==> src/rtl/sst_pkg.sv <==
/*
 * Constants, register map and shared arithmetic for the sensor settle timer.
 * Assumes a single 200 MHz clock domain and a plain register port.
 */
package sst_pkg;

   // ==========================================================
   // Widths
   localparam int ADDR_W = 8;
   localparam int DATA_W = 16;
   localparam int CHAN_N = 3;
   localparam int CNT_W = 16;
   localparam int DIV_W = 10;
   localparam int TICK_W = 20;

   // ==========================================================
   // Register offsets
   localparam logic [7:0] ADDR_STAB0 = 8'h10;
   localparam logic [7:0] ADDR_STAB1 = 8'h11;
   localparam logic [7:0] ADDR_STAB2 = 8'h12;
   localparam logic [7:0] ADDR_DIV0 = 8'h14;
   localparam logic [7:0] ADDR_DIV1 = 8'h15;
   localparam logic [7:0] ADDR_DIV2 = 8'h16;
   localparam logic [7:0] ADDR_CTRL = 8'h20;
   localparam logic [7:0] ADDR_STAT = 8'h21;
   localparam logic [7:0] ADDR_MASK = 8'h22;
   localparam logic [7:0] ADDR_STATE = 8'h23;

   // ==========================================================
   // Field positions and reset values
   localparam int CTRL_WARN_EN_BIT = 0;
   localparam int STAT_START_BIT = 0;
   localparam int STAT_WARN_BIT = 1;
   localparam int STAT_W = 2;
   localparam int STATE_BUSY_BIT = 2;
   localparam logic [15:0] STAB_RESET = 16'h0000;
   localparam logic [9:0] DIV_RESET = 10'h000;
   localparam logic [1:0] MASK_RESET = 2'h0;
   localparam logic [1:0] STAT_RESET = 2'h0;
   localparam logic CTRL_RESET = 1'b0;

   // ==========================================================
   // Timing counts, in reference periods and clock cycles
   localparam logic [19:0] SHORT_PERIODS = 20'h00020;
   localparam int PERIOD_SHIFT = 4;
   localparam logic [15:0] SHORT_LIMIT = 16'h0001;
   localparam int START_LAT = 2;

   // Reference periods of settling for a programmed count.
   function automatic logic [19:0] eff_ticks(input logic [15:0] cnt);
      if (cnt <= SHORT_LIMIT)
         eff_ticks = SHORT_PERIODS;
      else
         eff_ticks = {cnt, 4'h0};
   endfunction : eff_ticks

   // A zero divider is not legal; it is run as divide by one.
   function automatic logic [9:0] eff_div(input logic [9:0] dv);
      eff_div = (dv == 10'h000) ? 10'h001 : dv;
   endfunction : eff_div

endpackage : sst_pkg

==> src/rtl/sst_timer_if.sv <==
/*
 * Signals between the settle controller and its timer core.
 * Assumes both ends run on the same clock.
 */
`timescale 1ns/1ps
interface sst_timer_if;
   logic load;
   logic [19:0] ticks;
   logic [9:0] div;
   logic busy;
   logic tick;
   logic done;
   logic [19:0] remain;

   modport ctrl (
      output load, ticks, div,
      input busy, tick, done, remain
   );
   modport core (
      input load, ticks, div,
      output busy, tick, done, remain
   );
endinterface : sst_timer_if

==> src/rtl/sst_timer_core.sv <==
/*
 * Settle down-counter with its reference-period divider.
 * Assumes load is a one-cycle pulse and div is never zero.
 */
`timescale 1ns/1ps
module sst_timer_core (
   input wire logic clk_i,
   input wire logic rst_i,
   sst_timer_if.core tif
);
   logic [9:0] div_cnt_reg;
   logic [9:0] div_lat_reg;
   logic [19:0] remain_reg;
   logic busy_reg;
   logic done_reg;

   // ==========================================================
   // Reference divider and down counter
   // The divider restarts on load so the wait is an exact multiple of
   // the reference period rather than a partial first period.
   assign tif.tick = busy_reg && (div_cnt_reg == 10'h000);

   always_ff @(posedge clk_i)
   begin
      if (rst_i)
      begin
         div_cnt_reg <= 10'h000;
         div_lat_reg <= 10'h001;
      end
      else if (tif.load)
      begin
         div_cnt_reg <= tif.div - 10'h001;
         div_lat_reg <= tif.div;
      end
      else if (tif.tick)
         div_cnt_reg <= div_lat_reg - 10'h001;
      else if (busy_reg)
         div_cnt_reg <= div_cnt_reg - 10'h001;
   end

   always_ff @(posedge clk_i)
   begin
      if (rst_i)
      begin
         remain_reg <= 20'h00000;
         busy_reg <= 1'b0;
      end
      else if (tif.load)
      begin
         remain_reg <= tif.ticks;
         busy_reg <= 1'b1;
      end
      else if (tif.tick)
      begin
         remain_reg <= remain_reg - 20'h00001;
         if (remain_reg == 20'h00001)
            busy_reg <= 1'b0;
      end
   end

   always_ff @(posedge clk_i)
   begin
      if (rst_i)
         done_reg <= 1'b0;
      else
         done_reg <= tif.tick && (remain_reg == 20'h00001);
   end

   assign tif.busy = busy_reg;
   assign tif.done = done_reg;
   assign tif.remain = remain_reg;

   load_count_a: assert property (@(posedge clk_i) disable iff (rst_i)
      tif.load |=> remain_reg == $past(tif.ticks))
      else $error("Timer not loaded with effective count.");

endmodule : sst_timer_core

==> src/rtl/sst_settle_top.sv <==
/*
 * Sensor settle timer: settle counts, reference dividers, warning
 * control, event status with interrupt, and the settle sequence.
 * Assumes act_i and the register strobes come from logic on clk_i, and
 * amp_settled_i comes straight from the sensor front end, unsynchronised.
 */
// The implementer's own choice: the strobed register port.
// Overview of operation
// - Wait the channel's settle interval before conversion.
// - Unsettled amplitude at start warns, if enabled.
// - Count zero or one gives 32 periods.
// - Larger counts give count times 16 periods.
// - Counts are 16-bit, read/write, reset zero.
// - Channel 2 has its own independent count.
// - Reference period is clock over channel divider.
`timescale 1ns/1ps
module sst_settle_top (
   input wire logic clk_i,
   input wire logic rst_i,
   input wire logic [7:0] addr_i,
   input wire logic [15:0] wdata_i,
   input wire logic wr_i,
   input wire logic rd_i,
   output logic [15:0] rdata_o,
   input wire logic act_i,
   input wire logic [1:0] act_chan_i,
   input wire logic amp_settled_i,
   output logic busy_o,
   output logic conv_start_o,
   output logic [1:0] conv_chan_o,
   output logic amp_warn_o,
   output logic irq_o
);
   typedef enum logic [1:0] {
      SST_IDLE = 2'b01,
      SST_SETTLE = 2'b10
   } sst_state_t;

   sst_state_t state_reg;
   sst_timer_if tif ();

   logic [15:0] stabilize_reg [0:2];
   logic [9:0] divider_reg [0:2];
   logic warn_en_reg;
   logic [1:0] status_reg;
   logic [1:0] status_next;
   logic [1:0] mask_reg;
   logic [15:0] rdata_reg;
   logic [1:0] chan_reg;
   logic conv_start_reg;
   logic amp_warn_reg;
   logic amp_s1_reg;
   logic amp_s2_reg;
   logic amp_s3_reg;
   logic amp_ok_reg;
   logic accept;
   logic [1:0] events;
   logic [1:0] clear_bits;
   logic [1:0] sel_chan;

   // Register slot for an address, or CHAN_N when it is no count slot.
   function automatic logic [1:0] stab_slot(input logic [7:0] a);
      unique case (a)
         sst_pkg::ADDR_STAB0: stab_slot = 2'h0;
         sst_pkg::ADDR_STAB1: stab_slot = 2'h1;
         sst_pkg::ADDR_STAB2: stab_slot = 2'h2;
         default: stab_slot = 2'h3;
      endcase
   endfunction : stab_slot

   function automatic logic [1:0] div_slot(input logic [7:0] a);
      unique case (a)
         sst_pkg::ADDR_DIV0: div_slot = 2'h0;
         sst_pkg::ADDR_DIV1: div_slot = 2'h1;
         sst_pkg::ADDR_DIV2: div_slot = 2'h2;
         default: div_slot = 2'h3;
      endcase
   endfunction : div_slot

   // ==========================================================
   // Settle and divider registers
   always_ff @(posedge clk_i)
   begin
      if (rst_i)
      begin
         for (int i = 0; i < sst_pkg::CHAN_N; i++)
         begin
            stabilize_reg[i] <= sst_pkg::STAB_RESET;
            divider_reg[i] <= sst_pkg::DIV_RESET;
         end
      end
      else if (wr_i)
      begin
         if (stab_slot(addr_i) != 2'h3)
            stabilize_reg[stab_slot(addr_i)] <= wdata_i;
         if (div_slot(addr_i) != 2'h3)
            divider_reg[div_slot(addr_i)] <= wdata_i[9:0];
      end
   end

   // ==========================================================
   // Control, mask and event status
   always_ff @(posedge clk_i)
   begin
      if (rst_i)
      begin
         warn_en_reg <= sst_pkg::CTRL_RESET;
         mask_reg <= sst_pkg::MASK_RESET;
      end
      else if (wr_i)
      begin
         if (addr_i == sst_pkg::ADDR_CTRL)
            warn_en_reg <= wdata_i[sst_pkg::CTRL_WARN_EN_BIT];
         if (addr_i == sst_pkg::ADDR_MASK)
            mask_reg <= wdata_i[1:0];
      end
   end

   // An event in the same cycle as its write-one-to-clear survives.
   always_comb
   begin
      events = 2'h0;
      events[sst_pkg::STAT_START_BIT] = conv_start_reg;
      events[sst_pkg::STAT_WARN_BIT] = amp_warn_reg;
      clear_bits = (wr_i && addr_i == sst_pkg::ADDR_STAT) ?
         wdata_i[1:0] : 2'h0;
      status_next = (status_reg & ~clear_bits) | events;
   end

   always_ff @(posedge clk_i)
   begin
      if (rst_i)
         status_reg <= sst_pkg::STAT_RESET;
      else
         status_reg <= status_next;
   end

   assign irq_o = |(status_reg & mask_reg);

   // ==========================================================
   // Read port
   always_ff @(posedge clk_i)
   begin
      if (rst_i)
         rdata_reg <= 16'h0000;
      else if (!rd_i)
         rdata_reg <= 16'h0000;
      else if (stab_slot(addr_i) != 2'h3)
         rdata_reg <= stabilize_reg[stab_slot(addr_i)];
      else if (div_slot(addr_i) != 2'h3)
         rdata_reg <= {6'h00, divider_reg[div_slot(addr_i)]};
      else if (addr_i == sst_pkg::ADDR_CTRL)
         rdata_reg <= {15'h0000, warn_en_reg};
      else if (addr_i == sst_pkg::ADDR_STAT)
         rdata_reg <= {14'h0000, status_reg};
      else if (addr_i == sst_pkg::ADDR_MASK)
         rdata_reg <= {14'h0000, mask_reg};
      else if (addr_i == sst_pkg::ADDR_STATE)
         rdata_reg <= {13'h0000, state_reg == SST_SETTLE, chan_reg};
      else
         rdata_reg <= 16'h0000;
   end

   assign rdata_o = rdata_reg;

   // ==========================================================
   // Amplitude-settled input synchroniser
   // The level is taken only once two later stages agree, so a sample
   // caught mid-transition never reaches the warning decision.
   always_ff @(posedge clk_i)
   begin
      if (rst_i)
      begin
         amp_s1_reg <= 1'b0;
         amp_s2_reg <= 1'b0;
         amp_s3_reg <= 1'b0;
         amp_ok_reg <= 1'b0;
      end
      else
      begin
         amp_s1_reg <= amp_settled_i;
         amp_s2_reg <= amp_s1_reg;
         amp_s3_reg <= amp_s2_reg;
         if (amp_s2_reg == amp_s3_reg)
            amp_ok_reg <= amp_s3_reg;
      end
   end

   // ==========================================================
   // Settle sequence
   // Channel 3 has no count here, so requests for it are dropped; so is
   // any request while a wait is already running.
   assign accept = act_i && (act_chan_i != 2'h3) && (state_reg == SST_IDLE);

   assign tif.load = accept;
   // Channel 3 never indexes the arrays; accept drops it anyway.
   assign sel_chan = (act_chan_i == 2'h3) ? 2'h0 : act_chan_i;
   assign tif.ticks =
      sst_pkg::eff_ticks(stabilize_reg[sel_chan]);
   assign tif.div = sst_pkg::eff_div(divider_reg[sel_chan]);

   always_ff @(posedge clk_i)
   begin
      if (rst_i)
      begin
         state_reg <= SST_IDLE;
         chan_reg <= 2'h0;
      end
      else
      begin
         unique case (state_reg)
            SST_IDLE:
               if (accept)
               begin
                  state_reg <= SST_SETTLE;
                  chan_reg <= act_chan_i;
               end
            SST_SETTLE:
               if (tif.done)
                  state_reg <= SST_IDLE;
            default:
               state_reg <= SST_IDLE;
         endcase
      end
   end

   always_ff @(posedge clk_i)
   begin
      if (rst_i)
      begin
         conv_start_reg <= 1'b0;
         amp_warn_reg <= 1'b0;
      end
      else
      begin
         conv_start_reg <= (state_reg == SST_SETTLE) && tif.done;
         amp_warn_reg <= (state_reg == SST_SETTLE) && tif.done &&
            !amp_ok_reg && warn_en_reg;
      end
   end

   assign busy_o = (state_reg == SST_SETTLE);
   assign conv_start_o = conv_start_reg;
   assign conv_chan_o = chan_reg;
   assign amp_warn_o = amp_warn_reg;

   sst_timer_core u_core (
      .clk_i(clk_i),
      .rst_i(rst_i),
      .tif(tif)
   );

   // ==========================================================
   // Checking helpers
   // Nothing in the datapath reads these, so synthesis trims them; they
   // keep the timing checks independent of the timer core's own counters.
   logic [31:0] elapsed_reg;
   logic [15:0] cnt_lat_reg;
   logic [9:0] div_lat_reg;
   logic [9:0] gap_reg;

   always_ff @(posedge clk_i)
   begin
      if (rst_i)
      begin
         elapsed_reg <= 32'h00000000;
         cnt_lat_reg <= 16'h0000;
         div_lat_reg <= 10'h001;
         gap_reg <= 10'h000;
      end
      else
      begin
         elapsed_reg <= accept ? 32'h00000001 : elapsed_reg + 32'h00000001;
         if (accept)
         begin
            cnt_lat_reg <= stabilize_reg[sel_chan];
            div_lat_reg <= sst_pkg::eff_div(divider_reg[sel_chan]);
         end
         gap_reg <= (accept || tif.tick) ? 10'h001 : gap_reg + 10'h001;
      end
   end

   no_early_start_a: assert property (@(posedge clk_i) disable iff (rst_i)
      accept |=> !conv_start_o [*8])
      else $error("Conversion started before settling.");

   amp_warn_a: assert property (@(posedge clk_i) disable iff (rst_i)
      (busy_o && tif.done && !amp_ok_reg && warn_en_reg)
      |=> amp_warn_o && conv_start_o)
      else $error("Missing amplitude warning at conversion start.");

   warn_gate_a: assert property (@(posedge clk_i) disable iff (rst_i)
      amp_warn_o |-> conv_start_o && $past(warn_en_reg)
      && !$past(amp_ok_reg))
      else $error("Amplitude warning without cause.");

   short_settle_a: assert property (@(posedge clk_i) disable iff (rst_i)
      (conv_start_o && cnt_lat_reg <= 16'h0001) |->
      elapsed_reg == 32'd32 * {22'h000000, div_lat_reg} + 32'd2)
      else $error("Short count did not settle for 32 periods.");

   long_settle_a: assert property (@(posedge clk_i) disable iff (rst_i)
      (conv_start_o && cnt_lat_reg > 16'h0001) |->
      elapsed_reg == {16'h0000, cnt_lat_reg} * 32'd16
      * {22'h000000, div_lat_reg} + 32'd2)
      else $error("Settle interval is not count times 16 periods.");

   count_rw_a: assert property (@(posedge clk_i) disable iff (rst_i)
      (wr_i && addr_i == sst_pkg::ADDR_STAB0) ##1 (rd_i && !wr_i
      && addr_i == sst_pkg::ADDR_STAB0) |=> rdata_o == $past(wdata_i, 2))
      else $error("Settle count readback mismatch.");

   chan2_isolate_a: assert property (@(posedge clk_i) disable iff (rst_i)
      (wr_i && addr_i == sst_pkg::ADDR_STAB2) |=> $stable(stabilize_reg[0])
      && $stable(stabilize_reg[1]))
      else $error("Channel 2 write disturbed another channel.");

   ref_period_a: assert property (@(posedge clk_i) disable iff (rst_i)
      tif.tick |-> gap_reg == div_lat_reg)
      else $error("Reference period differs from divider.");

   busy_hold_a: assert property (@(posedge clk_i) disable iff (rst_i)
      (busy_o && !tif.done) |=> busy_o)
      else $error("Settle wait ended before the timer expired.");

   conv_pulse_a: assert property (@(posedge clk_i) disable iff (rst_i)
      conv_start_o |=> !conv_start_o)
      else $error("Conversion start held for more than one cycle.");

   busy_refuse_a: assert property (@(posedge clk_i) disable iff (rst_i)
      (busy_o && act_i) |=> conv_chan_o == $past(conv_chan_o))
      else $error("Request taken while a settle wait was running.");

   warn_off_a: assert property (@(posedge clk_i) disable iff (rst_i)
      !warn_en_reg |=> !amp_warn_o)
      else $error("Amplitude warning raised while reporting is off.");

   count_reset_a: assert property (@(posedge clk_i)
      $fell(rst_i) |-> stabilize_reg[0] == sst_pkg::STAB_RESET
      && stabilize_reg[1] == sst_pkg::STAB_RESET
      && stabilize_reg[2] == sst_pkg::STAB_RESET)
      else $error("Settle count not zero after reset.");

endmodule : sst_settle_top

==> config.mk <==
export PLATFORM = sky130hd
export DESIGN_NAME = sst_settle_top
export DESIGN_NICKNAME = d
export VERILOG_FILES = /design/src/rtl/sst_pkg.sv /design/src/rtl/sst_timer_if.sv /design/src/rtl/sst_timer_core.sv /design/src/rtl/sst_settle_top.sv
export SDC_FILE = /design/constraint.sdc
export NUM_CORES = 1
export LEC_CHECK = 0
export ABC_AREA = 1
export BUFFER_PORTS_ARGS = -buffer_cell sky130_fd_sc_hd__buf_2
export CELL_PAD_IN_SITES_DETAIL_PLACEMENT = 0
export CELL_PAD_IN_SITES_GLOBAL_PLACEMENT = 1
export CORE_UTILIZATION = 41
export CTS_CLUSTER_DIAMETER = 150
export DETAILED_ROUTE_END_ITERATION = 10
export PLACE_DENSITY_LB_ADDON = 0.05
export SKIP_CTS_REPAIR_TIMING = 1
export SYNTH_ARGS = -nofsm -noshare
export SYNTH_HDL_FRONTEND = slang
export SYNTH_HIERARCHICAL = 1
export SYNTH_SLANG_ARGS = --single-unit
==> constraint.sdc <==
create_clock -name clk_i -period 2.18 [get_ports clk_i]
set_clock_uncertainty 0.15 [all_clocks]
set_input_delay 0.218 -clock clk_i [delete_from_list [all_inputs] [get_ports clk_i]]
set_output_delay 0.218 -clock clk_i [all_outputs]
set_load 0.01 [all_outputs]
Yosys cells after proc, flatten, opt, wreduce, memory -nomap -nowiden
Memories as Yosys holds them, arrays and structs flattened.
Index checks and enable logic that the tools add are counted.
{"block": "totals", "ramBits": 78, "reg_bits": 73, "word_cells": 135, "n_memories": 2, "out_inout_bits": 22, "inputBits": 32}
{"block": "op_classes", "mux": 61, "addsub": 4, "bitwise": 5, "magnitude_cmp": 1, "n_reduce_logical": 23, "eq_ne": 22}
{"name": "stabilize_reg", "depth": 3, "width": 16, "rd": 2, "rd_clocked_by_memory_dff": 0, "write_ports": 3, "line_no": "sst_settle_top.sv:42", "text": "logic [15:0] stabilize_reg [0:2];"}
{"name": "divider_reg", "depth": 3, "width": 10, "rd": 2, "rd_clocked_by_memory_dff": 0, "write_ports": 3, "line_no": "sst_settle_top.sv:43", "text": "logic [9:0] divider_reg [0:2];"}
{"cell": "2-to-1 mux 10 bit", "n": 6}
{"cell": "2-to-1 mux 20 bit", "n": 3}
{"cell": "2-to-1 mux 2 bit", "n": 28}
{"cell": "== test 8 x 5 -> 1 bit (second input constant)", "n": 6}
{"cell": "== test 8 x 6 -> 1 bit (second input constant)", "n": 4}
{"cell": "2-to-1 mux 16 bit", "n": 2}
{"cell": "subtractor 10 x 1 -> 10 bit (second input constant)", "n": 3}
{"cell": "== test 20 x 1 -> 1 bit (second input constant)", "n": 1}
{"cell": "logical NOT 10 bit", "n": 2}
{"cell": "subtractor 20 x 1 -> 20 bit (second input constant)", "n": 1}
{"cell": "less-or-equal comparator 16 x 1 -> 1 bit (second input constant)", "n": 1}
{"cell": "OR reduction 16 bit", "n": 1}
{"cell": "2-to-1 mux 1 bit", "n": 15}
{"cell": "2-to-1 mux 3 bit", "n": 4}
{"cell": "inequality test 2 bit (second input constant)", "n": 6}
{"cell": "case mux 2 bit (3 select lines)", "n": 2}
{"cell": "AND reduction 2 bit", "n": 5}
{"cell": "OR reduction 10 bit", "n": 1}
{"cell": "logical AND 1 bit", "n": 8}
{"cell": "bitwise AND 2 bit", "n": 2}
{"cell": "== test 2 bit (second input constant)", "n": 2}
{"cell": "case mux 2 bit (2 select lines)", "n": 1}
{"cell": "nonzero test 2 bit", "n": 2}
{"cell": "OR reduction 2 bit", "n": 2}
{"cell": "8 further kinds", "n": 8}

Longest topological paths before layout
An unclocked memory read counts as a cell.
{"block": "depth", "ltp_word": 16, "mapped_depth": 19, "depth_no_buf": 17}

Hierarchy
Netlist, hierarchy kept.
{"mod": "sst_settle_top", "area_each_um2": 6314.8, "cells_each": 759, "n_inst": 1}
{"mod": "sst_timer_core", "area_each_um2": 2524.9, "cells_each": 372, "n_inst": 1}

Worst setup path before layout
No wires, ideal clock.
{"block": "synth_timing", "path_type": "input to register", "startpoint": "input port act_chan_i[0]", "endpoint": "register u_core.div_cnt_reg[8]", "setup_ps": 109, "required_ps": 1921, "setup_slack_ps": -17, "arrival_ps": 1938, "stages": 15, "path_cell_list": "buf_6 -> buf_2 -> a21oi_1 -> buf_4 -> buf_2 -> mux2i_1 -> nand2_1 -> inv_1 -> nand2_1 -> nor2_1 -> nand2_1 -> nand2_1 -> nand3_1 -> nand2_1 -> inv_1"}
{"block": "synth_between", "elab_cells_between_ends": 11, "cone_classes": "add/sub: 1; eq/ne: 2; mux: 3; reduce/logical: 4; memory: 1"}
{"element": "start, declared", "line_no": "sst_settle_top.sv:26", "text": "input wire logic [1:0] act_chan_i,"}
{"element": "inequality test 2 bit *", "line_no": "sst_settle_top.sv:193", "text": "assign accept = act_i && (act_chan_i != 2'h3) && (state_reg == SST_IDLE);"}
{"element": "logical AND 1 bit * (2 in a row)", "line_no": "sst_settle_top.sv:193"}
{"element": "net accept", "line_no": "sst_settle_top.sv:56", "text": "logic accept;"}
{"element": "nonzero test 3 bit (no line) / 2-to-1 mux 10 bit (equally long branches)"}
{"element": "end signal, assigned", "line_no": "sst_timer_core.sv:32", "text": "div_cnt_reg <= tif.div - 10'h001;"}
{"element": "end signal, assigned", "line_no": "sst_timer_core.sv:36", "text": "div_cnt_reg <= div_lat_reg - 10'h001;"}
{"element": "end signal, assigned", "line_no": "sst_timer_core.sv:38", "text": "div_cnt_reg <= div_cnt_reg - 10'h001;"}
{"element": "end, declared", "line_no": "sst_timer_core.sv:11", "text": "logic [9:0] div_cnt_reg;"}
The timed path passes the listed nets; every way through them passes the cells marked *.
A chain may end at the register's enable or synchronous reset.

==> results.md <==
- The run finished with clean final reports.
- The worst hold path belongs to the class input pin to register.
- The synthesized area is 0.00884 mm2.
- The number of sinks driven by the clock tree is 169.
- The maximum level of the CTS H-tree is 4.
- The floorplan step defined a die boundary enclosing 0.0222 mm2.
- The area fraction of the dominant cell type after synthesis is 32.6%.
- After global routing the overflow that remains totals 0.
- The post-synthesis mux area share is 0.113%.
- Row generation in the floorplan step produced 53 rows.
- The library cell used most frequently in the layout, excluding fill and tap cells, is sky130_fd_sc_hd__nand2_1.
- The count of distinct cell types in the synthesized netlist is 53.
- The worst-case IR drop observed on VDD is 0.456 mV.
- For this configuration, the core starts out at a cell density of 41.9%.
- In this run the count of I/O pins placed on the die edge is 54.
- The number of antenna violations at the first check in global routing is 0.
- After synthesis, the cell types taking the most area are sky130_fd_sc_hd__edfxtp_1 (33%), sky130_fd_sc_hd__dfxtp_1 (17%), sky130_fd_sc_hd__nand2_1 (11%), sky130_fd_sc_hd__nor2_1 (7.9%), sky130_fd_sc_hd__nand3_1 (5.9%).
- TritonCTS built the clock tree.
- For the worst flop-to-flop path, the logic depth is 14.
- The number of max-slew violations in the final report was 0.
- The number of warning messages in the yosys log is 6.
- The number of failing hold endpoints at the final stage is 0.
- Across all register-to-register paths, the minimum setup slack is 0.09 ns.
- Sequential elements use 49.1% of the synthesized area.
- The number of failing setup endpoints in the final timing report is 0.
- Summing the areas of all fa, ha and maj instances in the mapped netlist gives 0.283% of the synthesized area.
- The part of the cycle the worst path needs is 95.7%.
- Summed over all cells, the static leakage comes to 4.94 nW.
- The fraction of power consumed by the clock network is 39.2%.
- The net count reported at finish is 1323.
- The path with the worst hold slack has its endpoint at conv_chan_o[0]$_SDFFE_PP0P_.
- The cell repeated most along the worst path is sky130_fd_sc_hd__nand2_1.
- Together, buffers and inverters on the worst path number 3.
- Relative to the synthesized area, the layout overhead comes to 22.6%.
- The area fraction in and, or, nand and nor cells after synthesis is 31.6%.
- Once routing completed, OpenROAD measured the worst setup slack at 0.0933 ns.
- Along the worst hold path, the cell count comes to 4.
- Clock-pin slew was measured on the worst setup and hold paths at 0.07 ns.
- After filler insertion, the fill cell instance count of the layout stands at 2090.
- Net switching is 29.4% of the power.
- After detailed routing, the number of remaining DRC violations is 0.
- Setup repair after global routing could not meet its margin everywhere.
- The final route contains 7718 vias.
- The finished cells cover 0.0108 mm2.
- The clock latency of the later-clocked register in the worst-skew pair is 0.44 ns.
- The number of enable flip-flop cells after synthesis is 96.
- The net load switching power is 2.46 mW.
- The maximum clock frequency is 0.479 GHz.
- The count of nets left with antenna violations once routing finished came out at 0.
- The tightest hold path in the finished design has a slack of 0.0947 ns.
- The compound-cell area share of the yosys netlist is 9.50%.
- The cell type of the slowest stage on the worst timing path is sky130_fd_sc_hd__edfxtp_1.
- The number of port buffers is 53.
- The number of CTS-inserted buffers is 17.
- The maximum fanout along the worst path is 3.
- Walking the worst path, the cells encountered are or2_2, nand2_2, inv_1, nand2_1, a21boi_1, nand2_2, inv_2, nand2_1, nor2_2, nand3_1, nand2_1, inv_1, nor2_1, nor2_1.
- The number of gates on the worst path with buffers counted is 14.
- The synthesized-area fraction occupied by xor and xnor cells is 0.594%.
- In this design, the stage delay of the slowest critical-path cell is 0.40 ns.
- Of the total power, combinational logic draws 16.8%.
- The critical path is of the register to register type.
- In the global route stage, overall resource usage came out at 23.5%.
- The number of antenna diodes in the final layout is 0.
- The final critical-path required period is 2.09 ns.
- The destination of the worst register-to-register timing path is u_core/div_cnt_reg[9]$_SDFFE_PP0P_.
- The power density of the placed cells is 770 mW/mm2.
- The combinational family with the most area after synthesis is simple AND/OR/NAND/NOR gates.
- The type of destination of the critical path is a register.
- In the synthesized netlist the dominant register cell turns out to be sky130_fd_sc_hd__edfxtp_1.
- The max-capacitance violation count is 0.
- The endpoint arrival time on the critical path is 2.26 ns.
- Before CTS, the worst setup slack after placement is -0.148 ns.
- Routability-driven placement finished with a final weighted congestion of 0.849.
- The cell type with the highest aggregate area in the netlist is sky130_fd_sc_hd__edfxtp_1.
- The async set-or-reset flop fraction in the synthesized netlist is 0%.
- The most critical setup path has its startpoint at divider_reg[2][1]$_SDFFCE_PN0P_.
- The first routing iteration left 431 violations.
- The startpoint type of the worst setup path is a register.
- Summed over all nets, the half-perimeter wirelength after detailed placement is 18400 um.
- The library cells used most frequently in the layout, excluding fill and tap cells, are sky130_fd_sc_hd__nand2_1 (253), sky130_fd_sc_hd__nor2_1 (183), sky130_fd_sc_hd__inv_1 (128).
- The sequential power share is 44.0%.
- The die outline height is 149 um.
- The average instance area after synthesis is 7.82 um2.
- The longest clock path from root to sink contains 2 buffers.
- The worst pin sits at a relative slew slack of 64.5%.
- The internal power contribution is 5.89 mW.
- In this run the critical register-to-register path is launched from divider_reg[2][1]$_SDFFCE_PN0P_.
- The first global-routing pass estimated 39000 um of wire.
- The vias per cell is 4.89.
- The worst-margin pin slew is 0.532 ns.
- The total detailed-routing wirelength is 25300 um.
- The first-pass iteration count of the detailed router is 5.
- The flip-flop count of the largest register, all copies and words added is 64.
- The floorplan step set the die width to 149 um.
- The placement-stage cell area is 0.00993 mm2.
- The required time at the worst-slack endpoint is 2.36 ns.
- Of the cells placed in the final design, the portion with a size suffix greater than 1 is 19.0%.
- In this run, synthesis produced a sequential element count of 169.
- The wire length per cell is 16.0 um.
- The number of global-route vias before repair was 7147.
- The clock root buffer master is sky130_fd_sc_hd__clkbuf_16.
- The gate count of the mapped netlist is 1131.
- The maximum number of pins on one net before global-route repair is 33.
- The startpoint identified for the worst hold timing path is act_chan_i[0].
- The standard cell core area is 0.0211 mm2.
- The kind of cell adding the most delay to the critical path is simple AND/OR/NAND/NOR gates.
## synthesized netlist by cell type, types with 6 or more instances
| cell type | n |
|---|---|
| sky130_fd_sc_hd__nand2_1 | 255 |
| sky130_fd_sc_hd__nor2_1 | 186 |
| sky130_fd_sc_hd__inv_1 | 128 |
| sky130_fd_sc_hd__nand3_1 | 105 |
| sky130_fd_sc_hd__edfxtp_1 | 96 |
| sky130_fd_sc_hd__dfxtp_1 | 73 |
| sky130_fd_sc_hd__a21oi_1 | 49 |
| sky130_fd_sc_hd__o21ai_0 | 42 |
| sky130_fd_sc_hd__buf_2 | 18 |
| sky130_fd_sc_hd__o21bai_1 | 15 |
| sky130_fd_sc_hd__nand2_2 | 14 |
| sky130_fd_sc_hd__nand4_1 | 13 |
| sky130_fd_sc_hd__inv_2 | 12 |
| sky130_fd_sc_hd__nor2_2 | 12 |
| sky130_fd_sc_hd__o211ai_1 | 10 |
| sky130_fd_sc_hd__clkbuf_1 | 8 |
| sky130_fd_sc_hd__or2_2 | 8 |
| sky130_fd_sc_hd__a31oi_1 | 6 |
| sky130_fd_sc_hd__buf_4 | 6 |
| sky130_fd_sc_hd__nor2_4 | 6 |
| sky130_fd_sc_hd__o21ai_1 | 6 |
## how the worst max path moves through the flow
| stage | end | slack (ns) |
|---|---|---|
| global placement | u_core/div_cnt_reg[6]$_SDFFE_PP0P_ | -0.17 |
| detailed placement | u_core/div_cnt_reg[6]$_SDFFE_PP0P_ | -0.15 |
| floorplan | u_core/div_cnt_reg[9]$_SDFFE_PP0P_ | 0.08 |
| CTS | u_core/div_cnt_reg[6]$_SDFFE_PP0P_ | -0.004 |
| finish | u_core/div_cnt_reg[9]$_SDFFE_PP0P_ | 0.09 |
| global route | u_core/div_cnt_reg[8]$_SDFFE_PP0P_ | -0.1 |
## area by class of cell
class | count | area [um2] | share of cell area, %
clock buffer | 18 | 439 | 4.05
sequential | 169 | 4340 | 40.1
inverter | 142 | 543 | 5.01
timing repair buffer | 158 | 1140 | 10.5
clock inverter | 14 | 193 | 1.78
multi-input combinational | 801 | 3840 | 35.4
tap | 275 | 344 | 3.17
## per-stage QoR
step	TNS [ns]	std cells	util, %	power [mW]
after detailed placement	-0.845	1520	47.1	5.08
after global placement	-0.797	1520	47.1	5.08
after CTS	-0.00377	1552	50.1	8.36
after floorplan	0	1152	-	4.61
after global routing	-0.188	1577	51.4	8.71
final	0	1577	51.4	8.35
## power by group through the flow
stage	sequential (mW)	clock (mW)	combinational (mW)
after floorplan	3.71	0	0.897
final	3.67	3.27	1.40
after global routing	3.69	3.46	1.55
after global placement	3.74	0	1.33
after CTS	3.67	3.34	1.34
after detailed placement	3.74	0	1.33
## layer usage
layer	vias to the layer above	GRT usage, %	share of wire [%]
met2	146	39.3	48
li1	3968	-	-
met1	3584	31.4	47
met3	20	4.31	3.4
met5	-	0	0
met4	0	5.51	0.89
## cell families (layout without fill, tap and decap cells)
kind of cell,count (synthesis),in the layout
muxes,1,1
and+or+nand+nor,626,626
other,1,22
AOI/OAI and AO/OA,144,144
DFF,169,169
adders and majority gates,2,2
xor gates and xnor gates,6,6
buffers and inverters,182,332
## worst reg2reg max path, cell delays in order, from the launching register on
cell and delay (ns):
sky130_fd_sc_hd__edfxtp_1 0.40, sky130_fd_sc_hd__or2_2 0.32, sky130_fd_sc_hd__nand2_2 0.11, sky130_fd_sc_hd__inv_1 0.05
sky130_fd_sc_hd__nand2_1 0.07, sky130_fd_sc_hd__a21boi_1 0.19, sky130_fd_sc_hd__nand2_2 0.08, sky130_fd_sc_hd__inv_2 0.06
sky130_fd_sc_hd__nand2_1 0.06, sky130_fd_sc_hd__nor2_2 0.15, sky130_fd_sc_hd__nand3_1 0.11, sky130_fd_sc_hd__nand2_1 0.07
sky130_fd_sc_hd__inv_1 0.04, sky130_fd_sc_hd__nor2_1 0.08, sky130_fd_sc_hd__nor2_1 0.04
(Power assumes the default switching activity.)
